==> src/clhp_pkg.sv <==
/*
 package of the character display host port: register map, field layout,
 timing counts and the pin bundle.
 assumes a 25 MHz system clock.
*/
package clhp_pkg;
    // ****************************************
    // bus map
    // ****************************************
    localparam logic [3:0] clhp_adr_ctrl = 4'h0;
    localparam logic [3:0] clhp_adr_cmd = 4'h4;
    localparam logic [3:0] clhp_adr_stat = 4'h8;
    // ctrl fields
    localparam int clhp_ctl_init_bit = 0;
    localparam int clhp_ctl_nib_bit = 1;
    localparam int clhp_ctl_two_bit = 2;
    localparam int clhp_ctl_dual_bit = 3;
    localparam logic [3:0] clhp_ctl_rst = 4'h4;
    // cmd fields
    localparam int clhp_cmd_sel_bit = 8;
    localparam int clhp_cmd_ctl2_bit = 9;
    // stat fields
    localparam int clhp_st_busy_bit = 0;
    localparam int clhp_st_ready_bit = 1;
    localparam int clhp_st_err_bit = 2;
    // ****************************************
    // instruction codes
    // ****************************************
    localparam logic [7:0] clhp_if_base = 8'h30;
    localparam logic [7:0] clhp_if_8bit = 8'h10;
    localparam logic [7:0] clhp_if_two = 8'h08;
    localparam logic [7:0] clhp_entry_inc = 8'h06;
    localparam logic [7:0] clhp_disp_cur = 8'h0e;
    localparam logic [7:0] clhp_clear = 8'h01;
    localparam logic [7:0] clhp_home = 8'h02;
    localparam logic [7:0] clhp_addr_line1 = 8'h80;
    localparam logic [7:0] clhp_addr_line2 = 8'hc0;
    // ****************************************
    // timing
    // ****************************************
    localparam int clhp_clk_khz = 25000;
    localparam int clhp_pwr_us = 15001;
    localparam int clhp_slow_us = 1600;
    localparam int clhp_fast_us = 50;
    localparam int clhp_pulse_ns = 240;
    localparam int clhp_setup_ns = 80;
    localparam int clhp_pwr_cyc = clhp_pwr_us * (clhp_clk_khz / 1000);
    localparam int clhp_slow_cyc = clhp_slow_us * (clhp_clk_khz / 1000);
    localparam int clhp_fast_cyc = clhp_fast_us * (clhp_clk_khz / 1000);
    localparam int clhp_pulse_cyc = (clhp_pulse_ns * clhp_clk_khz + 999999) / 1000000;
    localparam int clhp_setup_cyc = (clhp_setup_ns * clhp_clk_khz + 999999) / 1000000;
    // ****************************************
    // pins toward the module
    // ****************************************
    typedef struct packed {
        logic instr_or_char_select;
        logic write_not_read;
        logic first_pair_strobing;
        logic second_pair_strobing;
        logic [7:0] data;
    } clhp_pins_t;
endpackage

==> src/clhp_host.sv <==
/*
 host controller for a character dot-matrix display: wishbone slave for
 software, parallel write port toward the display module.
 assumes the module is write-only here and its pins are on clk timing.
*/
`timescale 1ns/1ns
`default_nettype none
// What this block does
// - run full init after every reset
// - interface code sent at least twice
// - init uses select low, write low
// - four-bit mode uses upper lines twice
// - one strobe per nibble in 4-bit
// - init is 38 38 06 0e 01 80 in 8-bit two-line mode
// - characters sent with select high
// - wait over 15 ms before the init after reset; a software restart starts init at once
// - wait 1.6 ms after clear/home
// - other entries at least 50 us apart
// - each controller initialised via own strobe
// - idle controller strobe held low
module clhp_host
    import clhp_pkg::*;
#(
    parameter int pwr_cyc = clhp_pwr_cyc,
    parameter int slow_cyc = clhp_slow_cyc,
    parameter int fast_cyc = clhp_fast_cyc
)
(
    input wire logic clk,
    input wire logic sys_rst,
    input wire logic wb_cyc_i,
    input wire logic wb_stb_i,
    input wire logic wb_we_i,
    input wire logic [3:0] wb_adr_i,
    input wire logic [3:0] wb_sel_i,
    input wire logic [31:0] wb_dat_i,
    output logic [31:0] wb_dat_o,
    output logic wb_ack_o,
    output clhp_pins_t lcd_pins
);
    // ****************************************
    // state
    // ****************************************
    typedef enum logic [3:0] {
        s_power, s_init_load, s_idle, s_setup, s_pulse, s_hold, s_wait
    } clhp_state_t;

    clhp_state_t state_ff;
    logic [3:0] ctrl_ff;
    logic [9:0] cmd_ff;
    logic cmd_pend_ff;
    logic err_ff;
    logic ready_ff;
    logic [2:0] step_ff;
    logic ctl2_pass_ff;
    logic in_init_ff;
    logic lo_nib_ff;
    logic [23:0] cnt_ff;
    logic [7:0] byte_ff;
    logic sel_ff;
    logic to_ctl2_ff;
    logic [31:0] nxt_rd;

    // delay after a byte: clear/home need the long wait
    function automatic logic [23:0] gap_of(input logic [7:0] b, input logic sel);
        if (!sel && (b == clhp_clear || b == clhp_home))
            return 24'(slow_cyc);
        return 24'(fast_cyc);
    endfunction

    // init step table
    function automatic logic [7:0] init_byte(input logic [2:0] s, input logic [3:0] c);
        logic [7:0] ifc;
        ifc = clhp_if_base;
        if (!c[clhp_ctl_nib_bit])
            ifc = ifc | clhp_if_8bit;
        else
            ifc = ifc & ~clhp_if_8bit;
        if (c[clhp_ctl_two_bit])
            ifc = ifc | clhp_if_two;
        unique case (s)
            3'h0, 3'h1: return ifc;
            3'h2: return clhp_entry_inc;
            3'h3: return clhp_disp_cur;
            3'h4: return clhp_clear;
            default: return clhp_addr_line1;
        endcase
    endfunction

    wire wb_req = wb_cyc_i && wb_stb_i && !wb_ack_o;
    wire wr_cmd = wb_req && wb_we_i && wb_adr_i == clhp_adr_cmd && wb_sel_i[0];

    // ****************************************
    // wishbone slave
    // ****************************************
    always_ff @(posedge clk)
    begin
        if (sys_rst)
            wb_ack_o <= 1'b0;
        else
            wb_ack_o <= wb_req;
    end

    always_comb
    begin
        nxt_rd = 32'h0;
        unique case (wb_adr_i)
            clhp_adr_ctrl: nxt_rd = {28'h0, ctrl_ff};
            clhp_adr_cmd: nxt_rd = {22'h0, cmd_ff};
            clhp_adr_stat: nxt_rd = {29'h0, err_ff, ready_ff, cmd_pend_ff};
            default: nxt_rd = 32'h0;
        endcase
    end

    always_ff @(posedge clk)
    begin
        if (sys_rst)
            wb_dat_o <= 32'h0;
        else if (wb_req && !wb_we_i)
            wb_dat_o <= nxt_rd;
    end

    always_ff @(posedge clk)
    begin
        if (sys_rst)
            ctrl_ff <= clhp_ctl_rst;
        else if (wb_req && wb_we_i && wb_adr_i == clhp_adr_ctrl && wb_sel_i[0])
            ctrl_ff <= wb_dat_i[3:0];
        else if (state_ff == s_init_load)
            ctrl_ff[clhp_ctl_init_bit] <= 1'b0;
    end

    // commands before init ends are refused and flagged
    always_ff @(posedge clk)
    begin
        if (sys_rst)
        begin
            cmd_ff <= 10'h0;
            cmd_pend_ff <= 1'b0;
            err_ff <= 1'b0;
        end
        else
        begin
            if (wr_cmd && (cmd_pend_ff || !ready_ff))
                err_ff <= 1'b1;
            else if (wb_req && wb_we_i && wb_adr_i == clhp_adr_stat && wb_dat_i[clhp_st_err_bit])
                err_ff <= 1'b0;
            if (wr_cmd && !cmd_pend_ff && ready_ff)
            begin
                cmd_ff <= wb_dat_i[9:0];
                cmd_pend_ff <= 1'b1;
            end
            else if (state_ff == s_idle && cmd_pend_ff)
                cmd_pend_ff <= 1'b0;
        end
    end

    // ****************************************
    // sequencer
    // ****************************************
    always_ff @(posedge clk)
    begin
        if (sys_rst)
        begin
            state_ff <= s_power;
            cnt_ff <= 24'h0;
            step_ff <= 3'h0;
            ctl2_pass_ff <= 1'b0;
            in_init_ff <= 1'b1;
            ready_ff <= 1'b0;
            lo_nib_ff <= 1'b0;
            byte_ff <= 8'h0;
            sel_ff <= 1'b0;
            to_ctl2_ff <= 1'b0;
        end
        else
        begin
            unique case (state_ff)
                s_power:
                begin
                    if (cnt_ff == 24'(pwr_cyc - 1))
                    begin
                        cnt_ff <= 24'h0;
                        state_ff <= s_init_load;
                    end
                    else
                        cnt_ff <= cnt_ff + 24'h1;
                end
                s_init_load:
                begin
                    in_init_ff <= 1'b1;
                    ready_ff <= 1'b0;
                    byte_ff <= init_byte(step_ff, ctrl_ff);
                    sel_ff <= 1'b0;
                    to_ctl2_ff <= ctl2_pass_ff;
                    lo_nib_ff <= 1'b0;
                    cnt_ff <= 24'h0;
                    state_ff <= s_setup;
                end
                s_idle:
                begin
                    if (ctrl_ff[clhp_ctl_init_bit])
                    begin
                        step_ff <= 3'h0;
                        ctl2_pass_ff <= 1'b0;
                        state_ff <= s_init_load;
                    end
                    else if (cmd_pend_ff)
                    begin
                        byte_ff <= cmd_ff[7:0];
                        sel_ff <= cmd_ff[clhp_cmd_sel_bit];
                        to_ctl2_ff <= cmd_ff[clhp_cmd_ctl2_bit] && ctrl_ff[clhp_ctl_dual_bit];
                        lo_nib_ff <= 1'b0;
                        cnt_ff <= 24'h0;
                        state_ff <= s_setup;
                    end
                end
                s_setup:
                begin
                    if (cnt_ff == 24'(clhp_setup_cyc - 1))
                    begin
                        cnt_ff <= 24'h0;
                        state_ff <= s_pulse;
                    end
                    else
                        cnt_ff <= cnt_ff + 24'h1;
                end
                s_pulse:
                begin
                    if (cnt_ff == 24'(clhp_pulse_cyc - 1))
                    begin
                        cnt_ff <= 24'h0;
                        state_ff <= s_hold;
                    end
                    else
                        cnt_ff <= cnt_ff + 24'h1;
                end
                s_hold:
                begin
                    // pins held one setup time past the falling strobe
                    if (cnt_ff == 24'(clhp_setup_cyc - 1))
                    begin
                        cnt_ff <= 24'h0;
                        if (ctrl_ff[clhp_ctl_nib_bit] && !lo_nib_ff)
                        begin
                            lo_nib_ff <= 1'b1;
                            state_ff <= s_setup;
                        end
                        else
                            state_ff <= s_wait;
                    end
                    else
                        cnt_ff <= cnt_ff + 24'h1;
                end
                s_wait:
                begin
                    if (cnt_ff >= gap_of(byte_ff, sel_ff) - 24'h1)
                    begin
                        cnt_ff <= 24'h0;
                        if (!in_init_ff)
                            state_ff <= s_idle;
                        else if (step_ff != 3'h5)
                        begin
                            step_ff <= step_ff + 3'h1;
                            state_ff <= s_init_load;
                        end
                        else if (ctrl_ff[clhp_ctl_dual_bit] && !ctl2_pass_ff)
                        begin
                            ctl2_pass_ff <= 1'b1;
                            step_ff <= 3'h0;
                            state_ff <= s_init_load;
                        end
                        else
                        begin
                            in_init_ff <= 1'b0;
                            ready_ff <= 1'b1;
                            state_ff <= s_idle;
                        end
                    end
                    else
                        cnt_ff <= cnt_ff + 24'h1;
                end
                default: state_ff <= s_power;
            endcase
        end
    end

    // ****************************************
    // pins
    // ****************************************
    always_ff @(posedge clk)
    begin
        if (sys_rst)
            lcd_pins <= '0;
        else
        begin
            lcd_pins.instr_or_char_select <= sel_ff;
            lcd_pins.write_not_read <= 1'b0;
            // 4-bit: nibble on upper lines, lower lines left low
            if (ctrl_ff[clhp_ctl_nib_bit])
                lcd_pins.data <= lo_nib_ff ? {byte_ff[3:0], 4'h0} : {byte_ff[7:4], 4'h0};
            else
                lcd_pins.data <= byte_ff;
            lcd_pins.first_pair_strobing <= state_ff == s_pulse && !to_ctl2_ff;
            lcd_pins.second_pair_strobing <= state_ff == s_pulse && to_ctl2_ff;
        end
    end
endmodule
`default_nettype wire

==> config.mk <==
export PLATFORM = sky130hd
export DESIGN_NAME = clhp_host
export DESIGN_NICKNAME = d
export VERILOG_FILES = /design/src/clhp_pkg.sv /design/src/clhp_host.sv
export SDC_FILE = /design/constraint.sdc
export NUM_CORES = 1
export LEC_CHECK = 0
export ABC_CLOCK_PERIOD_IN_PS = 2700
export BUFFER_PORTS_ARGS = -buffer_cell sky130_fd_sc_hd__buf_2
export CELL_PAD_IN_SITES_DETAIL_PLACEMENT = 0
export CELL_PAD_IN_SITES_GLOBAL_PLACEMENT = 1
export CORE_MARGIN = 3
export CORE_UTILIZATION = 30
export DETAILED_ROUTE_END_ITERATION = 8
export PLACE_DENSITY_LB_ADDON = 0.1
export SLEW_MARGIN = 40
export SYNTH_ARGS = -nofsm -noshare
export SYNTH_HDL_FRONTEND = slang
export SYNTH_SLANG_ARGS = --single-unit
==> constraint.sdc <==
create_clock -name clk -period 2.7 [get_ports clk]
set_clock_uncertainty 0.15 [all_clocks]
set_input_delay 0.135 -clock clk [delete_from_list [all_inputs] [get_ports clk]]
set_output_delay 0.135 -clock clk [all_outputs]
set_load 0.02 [all_outputs]
**Yosys cells after proc, flatten, opt, wreduce, memory -nomap -nowiden**

Index checks and enable logic that the tools add are counted.

- Flip-flop bits (word level): 106
- Latch bits: 0
- Bits in writable memories: 0
- Bits in read-only memories: 0
- Input port bits: 45
- Output and inout bits: 45
- Logic and storage cells: 184
- Memories kept: 0

- Add/sub/neg operators: 3
- Multiply operators: 0
- Divide/modulo/power cells: 0
- Magnitude comparators: 1
- Equality and inequality tests: 33
- Shift operators: 0
- Multiplexer cells: 74
- Bitwise logic cells: 0
- Reductions and logical operators: 51

Operators with widths:

| operator | number |
|---|---|
| 24-bit 2-to-1 mux | 10 |
| 24-bit case mux with 6 select lines | 1 |
| 4-bit 2-to-1 mux | 8 |
| 8-bit 2-to-1 mux | 4 |
| 8-bit case mux with 4 select lines | 1 |
| 1-bit 2-to-1 mux | 30 |
| 10-bit case mux with 3 select lines | 1 |
| 4-bit case mux with 7 select lines | 1 |
| 2-bit inequality test, second input constant | 13 |
| 24-bit by 1-bit adder with 24-bit output, second input constant | 1 |
| 24-bit by 1-bit == test with 1-bit output, second input constant | 1 |
| 24-bit by 19-bit == test with 1-bit output, second input constant | 1 |
| 24-bit by 3-bit == test with 1-bit output, second input constant | 1 |
| 24-bit >= comparator | 1 |
| 24-bit by 1-bit subtractor with 24-bit output, second input constant | 1 |
| 1-bit logical AND | 20 |
| 3-bit 2-to-1 mux | 6 |
| 4-bit by 3-bit == test with 1-bit output, second input constant | 4 |
| 8-bit case mux with 2 select lines | 1 |
| 5-bit AND reduction | 3 |
| 6-bit AND reduction | 2 |
| 2-bit nonzero test | 6 |
| 1-bit case mux with 2 select lines | 5 |
| 3-bit inequality test, second input constant | 3 |
| 22 further kinds | 37 |

**Logic depth before layout (Yosys ltp)**

- Depth after elaboration: 13
- Mapped depth: 11
- Mapped depth without buffers: 10

**Least setup slack after synthesis**

No wires, ideal clock.

- Path type: reg-to-reg
- Start point: reg byte_ff[2]
- End point: reg step_ff[2]
- Setup time: 0.074 ns
- Arrival time: 2.500 ns
- Data required time: 2.476 ns
- Slack: -0.025 ns
- Stages on the path, launching flop included: 10
- Path buffers: 0
- Clock period less this slack: 2.725 ns
- Cell sequence: dfxtp_1 nor4_1 nand3_1 ha_1 nand2_1 a211o_1 a211oi_2 o21ai_1 or4_1 a31oi_1

- Word-level cells in the longest chain between the ends: 13
- Elaborated cells on any way between the ends: 14
- Those cells by class: 1 x add/sub; 1 x order compare; 3 x eq/ne; 6 x mux; 3 x reduce/logical

RTL lines:

| item | RTL line | source |
|---|---|---|
| start, declared | clhp_host.sv:59 | `logic [7:0] byte_ff;` |
| start signal, assigned | clhp_host.sv:193 | `byte_ff <= init_byte(step_ff, ctrl_ff);` |
| start signal, assigned | clhp_host.sv:210 | `byte_ff <= cmd_ff[7:0];` |
| 8-bit by 1-bit == test with 1-bit output or 8-bit by 2-bit == test with 1-bit output (tied branches) | clhp_host.sv:66 | `if (!sel && (b == clhp_clear \|\| b == clhp_home))` |
| 1-bit logical OR (*) | clhp_host.sv:66 |  |
| 1-bit logical AND (*) | clhp_host.sv:66 |  |
| 1-bit 2-to-1 mux (*) | clhp_host.sv:66 |  |
| 1-bit 2-to-1 mux (*) | clhp_host.sv:178 | `unique case (state_ff)` |
| 1-bit 2-to-1 mux (*) | clhp_host.sv:163 | `if (sys_rst)` |
| 24-bit 2-to-1 mux (*) | clhp_host.sv:68 | `return 24'(fast_cyc);` |
| 24-bit 2-to-1 mux (*) | clhp_host.sv:178 |  |
| 24-bit 2-to-1 mux (*) | clhp_host.sv:163 |  |
| 24-bit by 1-bit subtractor with 24-bit output (*) | clhp_host.sv:257 | `if (cnt_ff >= gap_of(byte_ff, sel_ff) - 24'h1)` |
| 24-bit >= comparator (*) | clhp_host.sv:257 |  |
| 2-bit inequality test (no source line) (*) | n/a |  |
| 5-bit AND reduction (no source line) (*) | n/a |  |
| end signal, assigned | clhp_host.sv:264 | `step_ff <= step_ff + 3'h1;` |
| end, declared | clhp_host.sv:54 | `logic [2:0] step_ff;` |

Mark *: on every way between the ends. The rest lies on a longest branch, timed or not. The select of a mux whose other input is x is not followed.
A chain may end at the register's enable or synchronous reset.

**Worst setup path in the final report**

- Start point: reg byte_ff[7]
- End point: reg step_ff[2]

Same word-level chain as after synthesis.

==> summary.md <==
| Metric | Value |
|---|---|
| Row count | `43` |
| Commonest non-fill, non-tap cell in the layout | `dfxtp_1` |
| Grt total ovfl | `0` |
| Register area share after synthesis | `37.9%` |
| P_leak | `2.23 nW` |
| CP Class | `register to register` |
| Synth cell types | `62` |
| Starting DRT DRC Count | `200` |
| Overall fraction of global-route tracks in use | `16.4%` |
| Post-synth top area share | `37.9%` |
| Final nets | `672` |
| Post-DRT Antenna Nets | `0` |
| Vias/cell | `5.14` |
| Fmax | `357 MHz` |
| Max FO, Critical Path | `7` |
| First-pass GRT wire length | `20800 um` |
| Critical Path RT | `2.81 ns` |
| DP HPWL | `9290 um` |
| ANT cells | `0` |
| H-tree depth | `3` |
| FF+latch count, synth | `82` |
| Detailed Routing Iterations Pass 1 | `6` |
| Synth area leader | `dfxtp_1` |
| Top Ports | `90` |
| Final worst slack | `-0.0987 ns` |
| Crit-path most repeated cell | `buf_6` |
| Crit-path leading delay family | `simple AND/OR/NAND/NOR gates` |
| Via count | `4099` |
| Clock Tree Root | `clkbuf_16` |
| Non-Filler Instances | `798` |
| Hold Vio Cnt, Final | `0` |
| Mapped cell area | `4330 um^2` |
| FFs w/ async S/R, synth | `0%` |
| Clk slew on worst S/H paths | `0.06 ns` |
| Ys flop type | `dfxtp_1` |
| Initial antenna violation count | `0` |
| CTS tree | `yes` |
| Layout cells sized above 1 | `25.7%` |
| Max rail drop VDD | `0.288 mV` |
| Crit-path cells | `nor4_2 > nand3_1 > buf_6 > buf_6 > ha_4 > nand4b_1 > a211oi_4 > o21ai_4 > or4_4 > a31oi_1` |
| Post-Syn Instances | `524` |
| Final Critical Period | `2.80 ns` |
| CP endpoint kind | `register` |
| Clk buf depth | `2` |
| Worst skew pair latency | `0.35 ns` |
| Setup TNS | `-1.31 ns` |
| Headroom to the max-slew limit | `59.7%` |
| Routability cong. | `0.852` |
| Pwr/cell area | `545 nW/um^2` |
| CP arrival | `2.91 ns` |
| Die Wd | `126 um` |
| Failing checks | `negative setup slack` |
| Yosys warns | `0` |
| Area growth syn-to-layout | `29.7%` |
| WL per Instance | `15.9 um` |
| Residual DRC | `0` |
| Starting Density | `31.0%` |
| Final period util | `104%` |
| Dpl cells | `767` |
| Cts bufs inserted | `9` |
| WP buf/inv | `2` |
| Final Setup Violations | `25` |
| Clk sinks | `82` |
| Die area | `15900 um^2` |
| RSZ-0062 raised after global routing | `true` |
| Worst Hold Class | `input port to register` |
| Worst Tran Pin Value | `0.605 ns` |
| PortBufs | `41` |
| CORE AREA | `14000 um^2` |
| Critical Path Max Stage Delay | `0.43 ns` |
| Synth area leaders | `dfxtp_1, nor2_1, nor3_1` |
| Final WL | `12700 um` |
| Most frequent cells in the layout | `dfxtp_1, buf_4, nor2_1, nand2_1, buf_2` |
| Post-synth EDFFs | `0` |
| Startpoint types | `register` |
| Die H | `126 um` |
| Outcome | `finished, violations left` |
| Largest net degree at the start of global routing | `49` |
| Vias in the first global route | `3818` |
| Max_cap viols | `0` |
| Mean Syn Cell Area | `8.27 um^2` |
| Slowest CP cell | `or4_4` |
| Max Slew Vio Count | `0` |
-- layer usage --
layer  up-vias  wire (um)  global-route usage, %  part of all wire, %
met4         0        165                   5.11                  1.3
met5         -          0                      0                    0
met1      1956       6440                   24.6                   51
met2       101       5480                   23.3                   43
li1       2030          -                      -                    -
met3        12        574                   3.73                  4.5
-- final cells by class --
| class | instances | area [um^2] |
|---|---|---|
| Clock buffer | 11 | 243 |
| Clock inverter | 4 | 51.3 |
| Fill cell | 1430 | 8370 |
| Inverter | 13 | 53.8 |
| Multi-Input combinational cell | 401 | 2660 |
| Sequential cell | 82 | 1640 |
| Tap cell | 180 | 225 |
| Timing Repair Buffer | 107 | 747 |
-- power breakdown --
group	internal (mW)	switching (mW)	total (mW)
clock	0.739	0.520	1.26
combinational	0.228	0.311	0.539
sequential	1.25	0.0196	1.27
total	2.21	0.851	3.06
-- final timing paths --
check | cells past startpoint | start | slack [ns] | end
worst max-delay path | 10 | byte_ff[7] | -0.1 | step_ff[2]
worst min-delay path | 4 | wb_stb_i | 0.02 | wb_ack_o
worst max register to register | 10 | byte_ff[7] | -0.1 | step_ff[2]
worst min register to register | 2 | wb_dat_o[5] | 0.31 | wb_dat_o[5]
-- worst register-to-register path: cells and delay by family, from the launching register on --
kind                       cells  cell delay [ns]
AOI/OAI and AO/OA              3             0.68
adders and majority gates      1             0.26
buffers and inverters          2             0.31
DFF                            1             0.32
and+or+nand+nor                4             1.00
-- sequential cells by signal, indices dropped and copies added (netlist names) --
name          count
byte_ff           8
cmd_ff           10
cmd_pend_ff       1
cnt_ff           24
ctl2_pass_ff      1
ctrl_ff           4
err_ff            1
in_init_ff        1
lcd_pins         11
lo_nib_ff         1
ready_ff          1
sel_ff            1
state_ff          3
step_ff           3
to_ctl2_ff        1
wb_ack_o          1
wb_dat_o         10
-- timing repair --
| item | in CTS | in global routing |
|---|---|---|
| pin swaps | 23 | 12 |
| hold buffers | 10 | 0 |
| endpoints found under the setup margin | 30 | 33 |
| hold endpoints to repair | 14 | 0 |
| gates resized for setup | 35 | 10 |
| setup buffers | 7 | 0 |
-- through the flow --
stage / instance area (um^2) / utilization (%) / hold slack, ns / setup WS (ns) / power [mW]
6_report: 5620 / 40.2 / 0.0161 / -0.0987 / 3.06
5_1_grt: 5620 / 40.2 / 0.0472 / -0.215 / 3.21
4_1_cts: 5580 / 39.9 / 0.00391 / -0.0461 / 3.09
3_5_place_dp: 4940 / 35.3 / 0.234 / -0.170 / 1.73
3_3_place_gp: 4940 / 35.3 / 0.225 / -0.229 / 1.73
2_1_floorplan: 4420 / - / 0.129 / 0.0150 / 1.59
-- synthesized netlist by cell type, types with 9 or more instances --
| master | n |
|---|---|
| o21ai_0 | 16 |
| nand4_1 | 10 |
| xor2_1 | 11 |
| mux2i_1 | 16 |
| nor4_1 | 9 |
| ha_1 | 13 |
| nor3_1 | 36 |
| a21oi_1 | 28 |
| nor2_1 | 51 |
| nand3_1 | 27 |
| clkbuf_1 | 19 |
| inv_1 | 13 |
| dfxtp_1 | 82 |
| xnor2_1 | 9 |
| nand2_1 | 45 |
| buf_4 | 24 |
-- logic make-up after synthesis --
logic type	Yosys count	synth area share [%]
AND/OR/NAND/NOR	230	27.1
AO/OA/AOI/OAI	99	15.8
flip-flops	82	37.9
buffers and inverters	63	7.68
XOR/XNOR	20	4.04
multiplexers	16	3.70
adder cells (fa/ha/maj)	13	3.75
other	1	0.0865
No activity file was read; power rests on OpenSTA's default activity.
